## src/rtl/amw_pkg.sv

```systemverilog
// package for the asynchronous nonvolatile ram write-cycle host controller
package amw_pkg;

  // ****************************************************************
  // widths and clock
  // ****************************************************************
  localparam int ADDR_W      = 18;
  localparam int DATA_W      = 16;
  localparam int CLK_PERIOD_NS = 100;

  // ****************************************************************
  // timing figures in ns (slowest speed grade)
  // ****************************************************************
  localparam int T_CYCLE_NS    = 35;
  localparam int T_WPULSE_NS   = 15;
  localparam int T_ADDR_END_NS = 20;
  localparam int T_DATA_END_NS = 10;
  localparam int T_RECOVER_NS  = 12;
  localparam int T_HIGH_NS     = 2;
  localparam int T_WLQZ_NS     = 12;

  // least times round up to whole cycles, never below one
  function automatic int amw_cyc(input int ns);
    int c;
    c = (ns + CLK_PERIOD_NS - 1) / CLK_PERIOD_NS;
    return (c < 1) ? 1 : c;
  endfunction : amw_cyc

  localparam int CYC_CYCLE   = amw_cyc(T_CYCLE_NS);
  localparam int CYC_WPULSE  = amw_cyc(T_WPULSE_NS);
  localparam int CYC_ADDREND = amw_cyc(T_ADDR_END_NS);
  localparam int CYC_DATAEND = amw_cyc(T_DATA_END_NS);
  localparam int CYC_RECOVER = amw_cyc(T_RECOVER_NS);
  localparam int CYC_HIGH    = amw_cyc(T_HIGH_NS);
  localparam int CYC_WLQZ    = amw_cyc(T_WLQZ_NS);
  localparam int CNT_W       = 4;

  // ****************************************************************
  // reset values of the pin drivers
  // ****************************************************************
  localparam logic       RST_CTRL_N = 1'b1;
  localparam logic [1:0] RST_LANE_N = 2'h3;

  // ****************************************************************
  // types
  // ****************************************************************
  typedef enum logic [4:0] {
    AMW_IDLE   = 5'h01,
    AMW_SETUP  = 5'h02,
    AMW_PULSE  = 5'h04,
    AMW_RECOV  = 5'h08,
    AMW_READ   = 5'h10
  } amw_state_t;

  typedef struct packed {
    logic              write;
    logic [ADDR_W-1:0] addr;
    logic [DATA_W-1:0] wdata;
    logic [1:0]        lane_en;
  } amw_req_t;

  typedef struct packed {
    logic [ADDR_W-1:0] addr;
    logic              chip_en_n;
    logic              write_en_n;
    logic              out_en_n;
    logic              low_lane_select_n;
    logic              high_lane_select_n;
  } amw_pins_t;

endpackage : amw_pkg

```

## src/rtl/amw_host.sv

```systemverilog
// host controller driving write and read cycles on the asynchronous ram pins
`timescale 1ns/10ps
module amw_host #(
  parameter int ADDR_W = amw_pkg::ADDR_W,
  parameter int DATA_W = amw_pkg::DATA_W
) (
  input  wire logic              ref_clk,
  input  wire logic              arst_n,
  input  wire amw_pkg::amw_req_t req,
  input  wire logic              req_valid,
  output logic                   req_ready,
  output logic                   rsp_valid,
  output logic [DATA_W-1:0]      rsp_rdata,
  output amw_pkg::amw_pins_t     pins,
  input  wire logic [7:0]        low_data_lane_in,
  input  wire logic [7:0]        high_data_lane_in,
  output logic [7:0]             low_data_lane_out,
  output logic [7:0]             high_data_lane_out,
  output logic [1:0]             data_lane_oe
);

  // ****************************************************************
  // pin input synchroniser, three stages, change on stages two and three
  // ****************************************************************
  logic [DATA_W-1:0] sync1;
  logic [DATA_W-1:0] sync2;
  logic [DATA_W-1:0] sync3;
  logic [DATA_W-1:0] din_stable;
  logic [DATA_W-1:0] next_din_stable;

  always_comb
  begin
    next_din_stable = din_stable;
    if (sync2 == sync3)
    begin
      next_din_stable = sync3;
    end
  end

  always_ff @(posedge ref_clk or negedge arst_n)
  begin
    if (!arst_n)
    begin
      sync1      <= '0;
      sync2      <= '0;
      sync3      <= '0;
      din_stable <= '0;
    end
    else
    begin
      sync1      <= {high_data_lane_in, low_data_lane_in};
      sync2      <= sync1;
      sync3      <= sync2;
      din_stable <= next_din_stable;
    end
  end

  // ****************************************************************
  // cycle sequencer
  // ****************************************************************
  amw_pkg::amw_state_t         state;
  amw_pkg::amw_state_t         next_state;
  logic [amw_pkg::CNT_W-1:0]   cnt;
  logic [amw_pkg::CNT_W-1:0]   next_cnt;
  logic [amw_pkg::CNT_W-1:0]   cyc_cnt;
  logic [amw_pkg::CNT_W-1:0]   next_cyc_cnt;
  amw_pkg::amw_pins_t          next_pins;
  logic [7:0]                  next_low_out;
  logic [7:0]                  next_high_out;
  logic [1:0]                  next_oe;
  logic                        next_ready;
  logic                        next_rsp_valid;
  logic [DATA_W-1:0]           next_rdata;

  // latched lane request from the accepted command
  logic [1:0] lane_en;
  logic [1:0] next_lane_en;

  function automatic logic req_lane(input logic hi);
    return hi ? lane_en[1] : lane_en[0];
  endfunction : req_lane

  // long enough for the worst of pulse, address-to-end and data-to-end
  localparam int PULSE_MIN = (amw_pkg::CYC_WPULSE > amw_pkg::CYC_ADDREND) ?
                             amw_pkg::CYC_WPULSE : amw_pkg::CYC_ADDREND;
  localparam int PULSE_CYC = (PULSE_MIN > amw_pkg::CYC_DATAEND) ?
                             PULSE_MIN : amw_pkg::CYC_DATAEND;
  // read waits past sync latency so sampled data is settled
  localparam int READ_CYC  = amw_pkg::CYC_CYCLE + 4;
  localparam int HOLD_CYC  = (amw_pkg::CYC_RECOVER > amw_pkg::CYC_HIGH) ?
                             amw_pkg::CYC_RECOVER : amw_pkg::CYC_HIGH;

  always_comb
  begin
    next_state     = state;
    next_cnt       = cnt;
    next_cyc_cnt   = cyc_cnt;
    next_pins      = pins;
    next_low_out   = low_data_lane_out;
    next_high_out  = high_data_lane_out;
    next_oe        = data_lane_oe;
    next_ready     = 1'b0;
    next_rsp_valid = 1'b0;
    next_rdata     = rsp_rdata;
    if (cyc_cnt != '0)
    begin
      next_cyc_cnt = cyc_cnt - 1'b1;
    end
    case (state)
      amw_pkg::AMW_IDLE:
      begin
        next_pins.chip_en_n          = amw_pkg::RST_CTRL_N;
        next_pins.write_en_n         = amw_pkg::RST_CTRL_N;
        next_pins.out_en_n           = amw_pkg::RST_CTRL_N;
        next_pins.low_lane_select_n  = amw_pkg::RST_LANE_N[0];
        next_pins.high_lane_select_n = amw_pkg::RST_LANE_N[1];
        next_oe                      = 2'h0;
        next_ready                   = 1'b1;
        if (req_valid && req_ready)
        begin
          next_ready     = 1'b0;
          next_pins.addr = req.addr;
          next_cyc_cnt   = amw_pkg::CNT_W'(amw_pkg::CYC_CYCLE);
          if (req.write)
          begin
            next_low_out  = req.wdata[7:0];
            next_high_out = req.wdata[15:8];
            next_state    = amw_pkg::AMW_SETUP;
          end
          else
          begin
            // write enable stays high through reads
            next_pins.write_en_n = 1'b1;
            next_pins.chip_en_n  = 1'b0;
            next_pins.out_en_n   = 1'b0;
            next_pins.low_lane_select_n  = 1'b0;
            next_pins.high_lane_select_n = 1'b0;
            next_cnt   = amw_pkg::CNT_W'(READ_CYC);
            next_state = amw_pkg::AMW_READ;
          end
        end
      end
      amw_pkg::AMW_SETUP:
      begin
        // output enable stays high so the device keeps its pins off the bus
        next_pins.out_en_n   = 1'b1;
        // chip enable, write enable and the requested lane selects fall on one edge: no byte select skew
        next_pins.chip_en_n  = 1'b0;
        next_pins.write_en_n = 1'b0;
        next_pins.low_lane_select_n  = ~req_lane(1'b0);
        next_pins.high_lane_select_n = ~req_lane(1'b1);
        next_oe    = 2'h3;
        next_cnt   = amw_pkg::CNT_W'(PULSE_CYC);
        next_state = amw_pkg::AMW_PULSE;
      end
      amw_pkg::AMW_PULSE:
      begin
        next_cnt = cnt - 1'b1;
        if (cnt == amw_pkg::CNT_W'(1))
        begin
          // end of write: write enable, chip enable and selects rise together
          next_pins.write_en_n         = 1'b1;
          next_pins.chip_en_n          = 1'b1;
          next_pins.low_lane_select_n  = 1'b1;
          next_pins.high_lane_select_n = 1'b1;
          next_cnt   = amw_pkg::CNT_W'(HOLD_CYC);
          next_state = amw_pkg::AMW_RECOV;
        end
      end
      amw_pkg::AMW_RECOV:
      begin
        // data and address held past the ending edge; strobes stay high
        next_oe  = 2'h0;
        next_cnt = (cnt != '0) ? cnt - 1'b1 : cnt;
        if (cnt <= amw_pkg::CNT_W'(1) && cyc_cnt <= amw_pkg::CNT_W'(1))
        begin
          next_state = amw_pkg::AMW_IDLE;
        end
      end
      amw_pkg::AMW_READ:
      begin
        next_cnt = cnt - 1'b1;
        if (cnt == amw_pkg::CNT_W'(1))
        begin
          next_rdata     = din_stable;
          next_rsp_valid = 1'b1;
          next_pins.chip_en_n = 1'b1;
          next_pins.out_en_n  = 1'b1;
          next_pins.low_lane_select_n  = 1'b1;
          next_pins.high_lane_select_n = 1'b1;
          next_state     = amw_pkg::AMW_IDLE;
        end
      end
      default:
      begin
        next_state = amw_pkg::AMW_IDLE;
      end
    endcase
  end

  always_comb
  begin
    next_lane_en = lane_en;
    if (state == amw_pkg::AMW_IDLE && req_valid && req_ready)
    begin
      next_lane_en = req.lane_en;
    end
  end

  always_ff @(posedge ref_clk or negedge arst_n)
  begin
    if (!arst_n)
    begin
      state                   <= amw_pkg::AMW_IDLE;
      cnt                     <= '0;
      cyc_cnt                 <= '0;
      lane_en                 <= 2'h0;
      pins.addr               <= '0;
      pins.chip_en_n          <= amw_pkg::RST_CTRL_N;
      pins.write_en_n         <= amw_pkg::RST_CTRL_N;
      pins.out_en_n           <= amw_pkg::RST_CTRL_N;
      pins.low_lane_select_n  <= amw_pkg::RST_LANE_N[0];
      pins.high_lane_select_n <= amw_pkg::RST_LANE_N[1];
      low_data_lane_out       <= 8'h00;
      high_data_lane_out      <= 8'h00;
      data_lane_oe            <= 2'h0;
      req_ready               <= 1'b0;
      rsp_valid               <= 1'b0;
      rsp_rdata               <= '0;
    end
    else
    begin
      state              <= next_state;
      cnt                <= next_cnt;
      cyc_cnt            <= next_cyc_cnt;
      lane_en            <= next_lane_en;
      pins               <= next_pins;
      low_data_lane_out  <= next_low_out;
      high_data_lane_out <= next_high_out;
      data_lane_oe       <= next_oe;
      req_ready          <= next_ready;
      rsp_valid          <= next_rsp_valid;
      rsp_rdata          <= next_rdata;
    end
  end

endmodule : amw_host

```

## config.mk

```make
export PLATFORM = sky130hd
export DESIGN_NAME = amw_host
export DESIGN_NICKNAME = d
export VERILOG_FILES = /design/src/rtl/amw_pkg.sv /design/src/rtl/amw_host.sv
export SDC_FILE = /design/constraint.sdc
export NUM_CORES = 1
export LEC_CHECK = 0
export BUFFER_PORTS_ARGS = -buffer_cell sky130_fd_sc_hd__buf_2
export CAP_MARGIN = 20
export CORE_ASPECT_RATIO = 1.75
export CORE_MARGIN = 3
export CORE_UTILIZATION = 50
export CTS_BUF_LIST = sky130_fd_sc_hd__clkbuf_8
export DETAILED_ROUTE_END_ITERATION = 8
export PLACE_DENSITY_LB_ADDON = 0.3
export RECOVER_POWER = 25
export SLEW_MARGIN = 20
export SYNTH_ARGS = -nofsm -noshare
export SYNTH_HDL_FRONTEND = slang
export SYNTH_SLANG_ARGS = --single-unit
```

## constraint.sdc

```tcl
create_clock -name ref_clk -period 2.8 [get_ports ref_clk]
set_input_delay 0 -clock ref_clk [delete_from_list [all_inputs] [get_ports ref_clk]]
set_output_delay 0 -clock ref_clk [all_outputs]
set_load 0.01 [all_outputs]
```

==> results.json, run 1 <==
{
  "maxSlewViolCount": 129,
  "synth.most_common_cell": "dfrtp_1",
  "synth_top_area_share_pct": 62.7,
  "cts.sinks": 137,
  "slew_headroom_pct": -12.2,
  "dp_slack_ns": 0.833,
  "grt_pass1_wl_mm": 18.7,
  "endpoint_kind": "flip-flop",
  "grt_util_all_layers_pct": 20.3,
  "cts_root_buf": "clkbuf_8",
  "io-pin-count": 115,
  "rsz0062_at_grt": "false",
  "cts_tree": "built",
  "synth_area_leader_cell": "dfrtp_1",
  "crit_fanout": 6,
  "finalWorstSetupSlack_ns": 0.795,
  "antenna_cells": 0,
  "p_leak_nw": 3.47,
  "ys.flop_type": "dfrtp_1",
  "drc": 0,
  "syn-num-nets": 438,
  "h-tree-depth": 4,
  "finalHoldViolCount": 0,
  "io_buffers": 114,
  "clock.fmax_ghz": 0.499,
  "die_w_um": 83.3,
  "antenna_found_initial": 0,
  "crit_arrival_ns": 2.31,
  "synthCells": 377,
  "final_nets": 619,
  "post_cts_resized": 0,
  "synth_seq_area_share_pct": 65.7,
  "netlist_area_um2": 5230,
  "cts_buffer_depth": 2,
  "cp.required_ns": 3.11,
  "final_util_pct": 68.3,
  "crit_type": "flip-flop to flip-flop",
  "gp_congestion": 0.926,
  "ys_async_sr_fraction_pct": 100,
  "status": "finished with violations",
  "grt-ovfl-total": 0,
  "worst-slew-pin-transition_ns": 1.68,
  "skew_ns": 0.00766,
  "final.setup.tns_ns": 0,
  "clk_pin_slew_ns": 0.07,
  "ant_nets": 0,
  "insertion_delay_ns": 0.42,
  "stdcell_area_um2": 6850,
  "yosysUniqueCellTypes": 47,
  "placed_area_um2": 5930,
  "fin_crit_ns": 2.01,
  "grt_max_degree": 129,
  "final-setup-viol-count": 0,
  "synth_edf_count": 0,
  "failed_checks": "capacitance limit, slew limit",
  "syn2layout_area_growth_pct": 30.9,
  "finalCritPeriodShare_pct": 71.6,
  "hp-class": "input pin to flip-flop",
  "yosys-top-cells-area": "dfrtp_1 63%, mux2_4 7.7%, nand2_1 5.0%, mux2_2 4.5%, dfstp_2 3.0%",
  "syn_avg_cell_area_um2": 13.9,
  "cts_made_buffers": 17,
  "synthTopCellsByCount": "131 x dfrtp_1, 69 x nand2_1, 27 x mux2_4, 21 x mux2_2, 18 x xor2_1",
  "core_area_um2": 10000,
  "power_density_nw_per_um2": 852,
  "routed_wl_mm": 11.0,
  "dpl.hpwl_mm": 7.23,
  "rows": 48,
  "ir_drop_v": 0.000640,
  "dr.pass1.iters": 4,
  "vias": 3508,
  "vias_per_cell": 5.04,
  "yosysWarnings": 0,
  "maxCapViolCount": 1,
  "die_area_um2": 11800,
  "dieHeight_um": 141,
  "ys_seq_elements": 137,
  "first_global_vias": 3946,
  "wl_per_cell_um": 15.9,
  "drive_above_1_share_pct": 33.5,
  "first_iter_violations": 163,
  "startpoint_type": "flip-flop",
  "start_util_pct": 52.2
}
cell usage in the layout, fill, tap and decap left out, types with 5 or more instances in the layout:
master and instances:
clkbuf_1 29, clkbuf_8 19, nor3_1 6, inv_1 7
clkinv_2 7, xor2_1 18, nor2_1 11, nor4_1 5
mux2_4 27, buf_4 6, buf_2 84, nand2_1 69
dlygate4sd3_1 55, ha_1 5, dfstp_2 6, dfrtp_1 131
mux2_2 21
worst max-delay path, cell delays in order (launching register included):
cell	delay, ns
dfrtp_1	0.42
inv_1	0.12
ha_1	0.20
or3b_2	0.47
nand4_1	0.12
and3_1	0.28
nor2_1	0.07
a22o_1	0.22
state kept, by name, summed over array words and instances, names as in the netlist, 2 cells and up:
| name | cells |
|---|---|
| cnt | 4 |
| din_stable | 16 |
| sync2 | 16 |
| sync3 | 16 |
| high_data_lane_out | 8 |
| low_data_lane_out | 8 |
| rsp_rdata | 16 |
| state | 5 |
| cyc_cnt | 4 |
| pins | 23 |
| lane_en | 2 |
| sync1 | 16 |
cell families (layout without fill, tap and decap cells):
logic type      count (synthesis)  count (layout)  share of synthesized area (%)
compound gates                 29              29                           4.40
simple gates                  118             118                           11.1
fa+ha+maj                       5               5                           1.20
xor+xnor                       19              19                           3.18
mux                            48              48                           12.3
flops                         137             137                           65.7
buf+inv                        21             215                           2.13
layer usage:
layer	GRT usage, %	vias to the layer above	part of all wire (%)
met5	0	-	0
met4	11.3	0	3.8
met3	5.58	35	5.3
met2	34.5	132	53
met1	23.1	1696	38
li1	-	1645	-
final timing paths:
kind                                     startpoint       endpoint  slack [ns]  cells after the start
worst min register to register             sync1[2]       sync2[2]        0.34                      0
worst max-delay path                         cnt[1]         cnt[3]        0.79                      7
min in group asynchronous                    arst_n  rsp_rdata[11]        0.54                      2
worst max register to register               cnt[1]         cnt[3]        0.79                      7
worst min-delay path            low_data_lane_in[5]       sync1[5]        0.22                      2
max in group asynchronous                    arst_n         cnt[1]        1.18                      2
per-stage QoR:
step	hold WS, ns	std cells	power [mW]
3_3_place_gp	0.110	609	4.13
2_1_floorplan	-0.296	377	3.61
6_report	0.218	696	5.83
5_1_grt	0.179	696	6.19
4_1_cts	0.187	696	5.91
3_5_place_dp	0.110	609	4.20
timing repair:
action / 4_1_cts / 5_1_grt
hold buffers: 55 / 0
setup buffers: 0 / 0
endpoints found under the hold margin: 179 / 0
area by class of cell:
class | count | area [µm²]
sequential | 137 | 3440
fill | 709 | 3180
multi-input combinational | 219 | 1680
timing repair buffer | 175 | 1130
clock buffer | 19 | 262
tap | 125 | 156
clock inverter | 13 | 150
inverter | 8 | 30.0
where the power goes:
part	internal [mW]	switching [mW]	leakage [nW]	total, mW
sequential	2.38	0.269	1.71	2.65
clock	0.921	0.711	0.215	1.63
combinational	0.692	0.858	1.55	1.55
No activity file was read; power rests on OpenSTA's default activity.
==> run 2, diff against run 1 <==
==> constraint.sdc (replaced) <==
create_clock -name ref_clk -period 1.91 [get_ports ref_clk]
set_input_delay 0 -clock ref_clk [delete_from_list [all_inputs] [get_ports ref_clk]]
set_output_delay 0 -clock ref_clk [all_outputs]
set_load 0.01 [all_outputs]
==> run 2 against run 1 <==
The flow now finishes without violations. Critical path depth shrank 2. Maximum frequency grew 9.5%. Critical endpoint unchanged. Utilization grew 1.2 points.
==> results.json, run 2 (synthesis gave the netlist of run 1 again) <==
{
  "status": "completed",
  "fin_crit_ns": 1.83,
  "routed_wl_mm": 11.0,
  "largest_reg_flops": 23,
  "placed_cells": 618,
  "p_leak_nw": 3.60,
  "layout.cells.non_filler": 706,
  "dpl.hpwl_mm": 7.29,
  "startpoint_type": "flip-flop",
  "io_buffers": 114,
  "cellInternalPower_mw": 5.83,
  "slew_headroom_pct": 6.29,
  "worst-slew-pin-transition_ns": 1.41,
  "regMostFlops": "pins",
  "rsz0062_at_grt": "true",
  "crit_family": "compound AO/OA/AOI/OAI gates",
  "die_w_um": 83.3,
  "clk_pin_slew_ns": 0.08,
  "drive_above_1_share_pct": 39.9,
  "crit_fanout": 9,
  "dieHeight_um": 141,
  "cts_made_buffers": 17,
  "maxSlewViolCount": 0,
  "grt_max_degree": 58,
  "hp-class": "input pin to flip-flop",
  "clock.fmax_ghz": 0.546,
  "syn2layout_area_growth_pct": 33.2,
  "pwr-share-clk_pct": 27.1,
  "maxCapViolCount": 0,
  "start_util_pct": 52.2,
  "pwr-share-comb_pct": 27.9,
  "drc": 0,
  "finalCritPeriodShare_pct": 95.8,
  "insertion_delay_ns": 0.43,
  "cts.sinks": 137,
  "final_nets": 629,
  "power_density_nw_per_um2": 1230,
  "cts_root_buf": "clkbuf_8",
  "stdcell_area_um2": 6970,
  "vias_per_cell": 5.02,
  "final-setup-viol-count": 0,
  "rows": 48,
  "antenna_found_initial": 0,
  "layout_commonest_cell": "dfrtp_1",
  "met1_usage_pct": 22.8,
  "layout_common_cells": "131 x dfrtp_1, 112 x buf_2, 69 x nand2_1",
  "first_iter_violations": 103,
  "grt_util_met3_pct": 6.68,
  "ant_nets": 0,
  "crit_type": "flip-flop to flip-flop",
  "ir_drop_v": 0.00108,
  "final.setup.tns_ns": 0,
  "grt_util_met2_pct": 35.3,
  "cts_buffer_depth": 2,
  "grt-ovfl-total": 0,
  "endpoint_kind": "flip-flop",
  "wl_per_cell_um": 15.6,
  "grt_util_all_layers_pct": 20.4,
  "h-tree-depth": 4,
  "skew_ns": 0.00966,
  "p_sw_share_pct": 32.2,
  "crit_arrival_ns": 2.14,
  "seq_power_share_pct": 45.0,
  "cp.required_ns": 2.22,
  "grt_pass1_wl_mm": 19.1,
  "top_usage_layer": "met2",
  "hold_ws_ns": 0.215,
  "vias": 3543,
  "io-pin-count": 115,
  "first_global_vias": 4014,
  "die_area_um2": 11800,
  "crit_buf_inv": 0,
  "worst_path_largest_cell_delay_ns": 0.64,
  "p_sw_mw": 2.77,
  "slowest_stage": "dfstp_2",
  "cts_tree": "built",
  "dr.pass1.iters": 4,
  "placed_area_um2": 6010,
  "gp_congestion": 0.893,
  "crit_chain": "nor2_1 -> a22o_1 -> o311ai_4 -> nor2_1 -> a22o_1",
  "finalHoldViolCount": 0,
  "core_area_um2": 10000,
  "antenna_cells": 0
}
run 2: metrics by stage:
step                util, %  setup WS [ns]  power (mW)
global placement       59.9         0.0444        6.09
floorplan                 -         0.0508        5.30
finish                 69.5         0.0793        8.60
CTS                    69.4         0.0314        8.64
global route           69.5        -0.0109        9.14
detailed placement     59.9        -0.0592        6.19
run 2: area by class of cell:
class | count | area [µm²]
Sequential cell | 137 | 3440
Fill cell | 675 | 3060
Multi-Input combinational cell | 219 | 1700
Timing Repair Buffer | 185 | 1250
Clock buffer | 18 | 248
Tap cell | 125 | 156
Clock inverter | 14 | 149
Inverter | 8 | 30.0
run 2: what timing repair did:
item,4_1_cts,5_1_grt
pin swaps,1,1
setup buffers,0,1
endpoints found under the hold margin,180,0
endpoints found under the setup margin,2,22
gates resized for setup,3,3
hold buffers,55,0
run 2: final timing paths:
kind	cells past startpoint	slack, ns	startpoint	endpoint
max in group asynchronous	3	0.48	arst_n	pins[0]
min in group asynchronous	2	0.43	arst_n	rsp_rdata[12]
worst max-delay path	5	0.08	state[0]	cnt[3]
worst min-delay path	2	0.22	high_data_lane_in[1]	sync1[9]
worst min register to register	0	0.35	sync1[3]	sync2[3]
worst max register to register	5	0.08	state[0]	cnt[3]
run 2: power groups by stage:
stage | registers [mW] | clock network, mW | logic [mW]
2_1_floorplan | 4.02 | 0 | 1.27
3_3_place_gp | 3.87 | 0 | 2.22
3_5_place_dp | 3.90 | 0 | 2.29
4_1_cts | 3.85 | 2.39 | 2.39
5_1_grt | 3.93 | 2.54 | 2.66
6_report | 3.87 | 2.33 | 2.40
run 2: routing by layer:
metal | part of all wire (%) | wire (µm)
met5 | 0 | 0
met4 | 3.0 | 330
met3 | 5.9 | 646
met2 | 54 | 5910
met1 | 38 | 4160
==> run 3, diff against run 2 <==
--- a/config.mk
+++ b/config.mk
@@ -5,6 +5,7 @@
 export SDC_FILE = /design/constraint.sdc
 export NUM_CORES = 1
 export LEC_CHECK = 0
+export ABC_AREA = 1
 export BUFFER_PORTS_ARGS = -buffer_cell sky130_fd_sc_hd__buf_2
 export CAP_MARGIN = 20
 export CORE_ASPECT_RATIO = 1.75
==> run 3 against run 2 <==
Sequential share of layout area grew 0.46 points. Utilization is 0.64 points lower. Largest cell class unchanged. Count of clock-buffer cells in the layout is 1 lower. The flow now finishes with violations (capacitance limit, slew limit). Sequential power hardly changed. Combinational power barely moved. Register-to-register slack better by 0.12 ns. Critical endpoint is now high_data_lane_out[7]. Clock power rose by 8%. Highest routed layer unchanged. Largest power group unchanged.
==> results.json, run 3 <==
{
  "ys_seq_elements": 137,
  "grt_pass1_wl_mm": 18.9,
  "final_nets": 777,
  "die_w_um": 83.2,
  "fin_crit_ns": 1.71,
  "worst-slew-pin-transition_ns": 1.55,
  "finalWorstSetupSlack_ns": 0.198,
  "status": "finished with violations",
  "final_util_pct": 68.9,
  "insertion_delay_ns": 0.42,
  "ys_async_sr_fraction_pct": 100,
  "maxSlewViolCount": 71,
  "clock.fmax_ghz": 0.584,
  "syn2layout_area_growth_pct": 32.3,
  "pwr-share-clk_pct": 28.8,
  "ys.flop_type": "dfrtp_1",
  "clk_pin_slew_ns": 0.07,
  "yosysWarnings": 0,
  "pwr-share-comb_pct": 27.2,
  "gp_congestion": 0.919,
  "syn_avg_cell_area_um2": 9.78,
  "layout_commonest_cell": "nand2_1",
  "synthTopCellsByCount": "247 x nand2_1, 131 x dfrtp_1, 31 x inv_1, 26 x nand3_1, 19 x nor2_1",
  "largest_reg_flops": 23,
  "skew_ns": 0.00978,
  "seq_power_share_pct": 44.0,
  "die_area_um2": 11800,
  "grt-ovfl-total": 0,
  "cpMostUsedCell": "nand2_1",
  "routed_wl_mm": 10.9,
  "layout_common_cells": "247 x nand2_1, 131 x dfrtp_1, 111 x buf_2",
  "dpl.hpwl_mm": 7.21,
  "rows": 48,
  "rsz0062_at_grt": "false",
  "netlist_area_um2": 5220,
  "cts_setup_buffers": 0,
  "grt_max_degree": 72,
  "start_util_pct": 52.0,
  "yosys-top-cells-area": "dfrtp_1 63%, nand2_1 18%, dfstp_2 3.0%, nand3_1 2.5%, xor2_1 2.3%",
  "maxCapViolCount": 1,
  "crit_arrival_ns": 2.06,
  "syn-num-nets": 595,
  "crit_chain": "nor2_2 -> nand2_2 -> nor2_4 -> inv_2 -> nor2_8 -> nand2_4 -> inv_4 -> nand2_1 -> nand2_1",
  "crit_fanout": 17,
  "vias": 4083,
  "cts_buffer_depth": 2,
  "yosysUniqueCellTypes": 27,
  "antenna_cells": 0,
  "finalCritPeriodShare_pct": 89.6,
  "finalHoldViolCount": 0,
  "p_leak_nw": 3.81,
  "startpoint_type": "flip-flop",
  "synth_edf_count": 0,
  "synth.most_common_cell": "nand2_1",
  "regMostFlops": "pins",
  "io-pin-count": 115,
  "failed_checks": "capacitance limit, slew limit",
  "dp_slack_ns": 0.266,
  "synth_seq_area_share_pct": 65.8,
  "cts.sinks": 137,
  "cp.required_ns": 2.26,
  "first_iter_violations": 149,
  "dr.pass1.iters": 4,
  "synth_area_leader_cell": "dfrtp_1",
  "final-setup-viol-count": 0,
  "synth_top_area_share_pct": 62.8,
  "wl_per_cell_um": 12.8,
  "hp-class": "input pin to flip-flop",
  "worst_path_largest_cell_delay_ns": 0.42,
  "endpoint_kind": "flip-flop",
  "final.setup.tns_ns": 0,
  "vias_per_cell": 4.78,
  "nFillCells": 745,
  "slowest_stage": "dfrtp_1",
  "cts_made_buffers": 17,
  "power_density_nw_per_um2": 1270,
  "drc": 0,
  "crit_type": "flip-flop to flip-flop",
  "p_sw_share_pct": 33.2,
  "drive_above_1_share_pct": 23.3,
  "synthCells": 534,
  "core_area_um2": 10000,
  "ir_drop_v": 0.000914,
  "h-tree-depth": 4,
  "io_buffers": 114,
  "dieHeight_um": 141,
  "first_global_vias": 4191,
  "cts_root_buf": "clkbuf_8",
  "ant_nets": 0,
  "p_sw_mw": 2.90,
  "grt_util_all_layers_pct": 20.0,
  "cellInternalPower_mw": 5.84,
  "slew_headroom_pct": -3.23,
  "cts_tree": "built",
  "antenna_found_initial": 0
}
==> run 3: through the flow <==
stage          instance area, µm²  total power [mW]  hold WS, ns  std cells
3_5_place_dp                 5940              6.15       0.0465        768
2_1_floorplan                5220              5.30       -0.296        534
3_3_place_gp                 5940              6.03       0.0346        768
4_1_cts                      6910              8.79       0.0312        854
5_1_grt                      6910              9.32       0.0525        854
6_report                     6910              8.74       0.0766        854
==> run 3: power groups by stage <==
stage / logic [mW] / registers, mW / clock network [mW]
6_report: 2.38 / 3.85 / 2.52
3_3_place_gp: 2.16 / 3.87 / 0
2_1_floorplan: 1.27 / 4.03 / 0
3_5_place_dp: 2.28 / 3.88 / 0
5_1_grt: 2.70 / 3.91 / 2.71
4_1_cts: 2.37 / 3.83 / 2.58
==> run 3: worst max-delay path, delay by kind of cell (launching register included) <==
kind                   cells  cell delay (ns)
flip-flops                 1             0.42
AND/OR/NAND/NOR            7             0.92
buffers and inverters      2             0.30
==> run 3: cell type report <==
type                       count  area [µm²]  area share (%)
timing repair buffer         175        1170            17.0
sequential                   137        3440            49.7
inverter                      34         130            1.88
clock buffer                  17         234            3.39
clock inverter                15         199            2.88
tap                          125         156            2.26
multi-input combinational    351        1580            22.8
==> run 3: final timing paths <==
path	end	from	depth (start not counted)	slack (ns)
max in group asynchronous	sync1[13]	arst_n	3	0.43
hold / removal	req_ready	req_valid	4	0.08
setup / recovery	high_data_lane_out[7]	state[3]	9	0.20
min in group asynchronous	rsp_rdata[11]	arst_n	2	0.50
setup reg to reg	high_data_lane_out[7]	state[3]	9	0.20
hold reg to reg	sync2[13]	sync1[13]	0	0.35
==> run 3: cells by family (layout without fill, tap and decap cells) <==
| logic type | Yosys count | count (layout) | share of synthesized area [%] |
|---|---|---|---|
| simple gates | 309 | 309 | 24.0 |
| flops | 137 | 137 | 65.8 |
| buf+inv | 46 | 241 | 3.95 |
| compound gates | 20 | 20 | 2.13 |
| xor+xnor | 17 | 17 | 2.85 |
| fa+ha+maj | 5 | 5 | 1.20 |
==> run 3: layer usage <==
metal	vias up	routed length, µm	global-route usage, %	part of all wire (%)
li1	2014	-	-	-
met1	1934	4320	23.5	40
met2	119	5830	34.2	53
met3	16	580	6.26	5.3
met4	0	174	7.41	1.6
met5	-	0	0	0
==> run 3: what timing repair did <==
item,CTS,global route
setup endpoints to repair,0,2
endpoints found under the hold margin,121,0
hold buffers,54,0
resized for setup,0,1
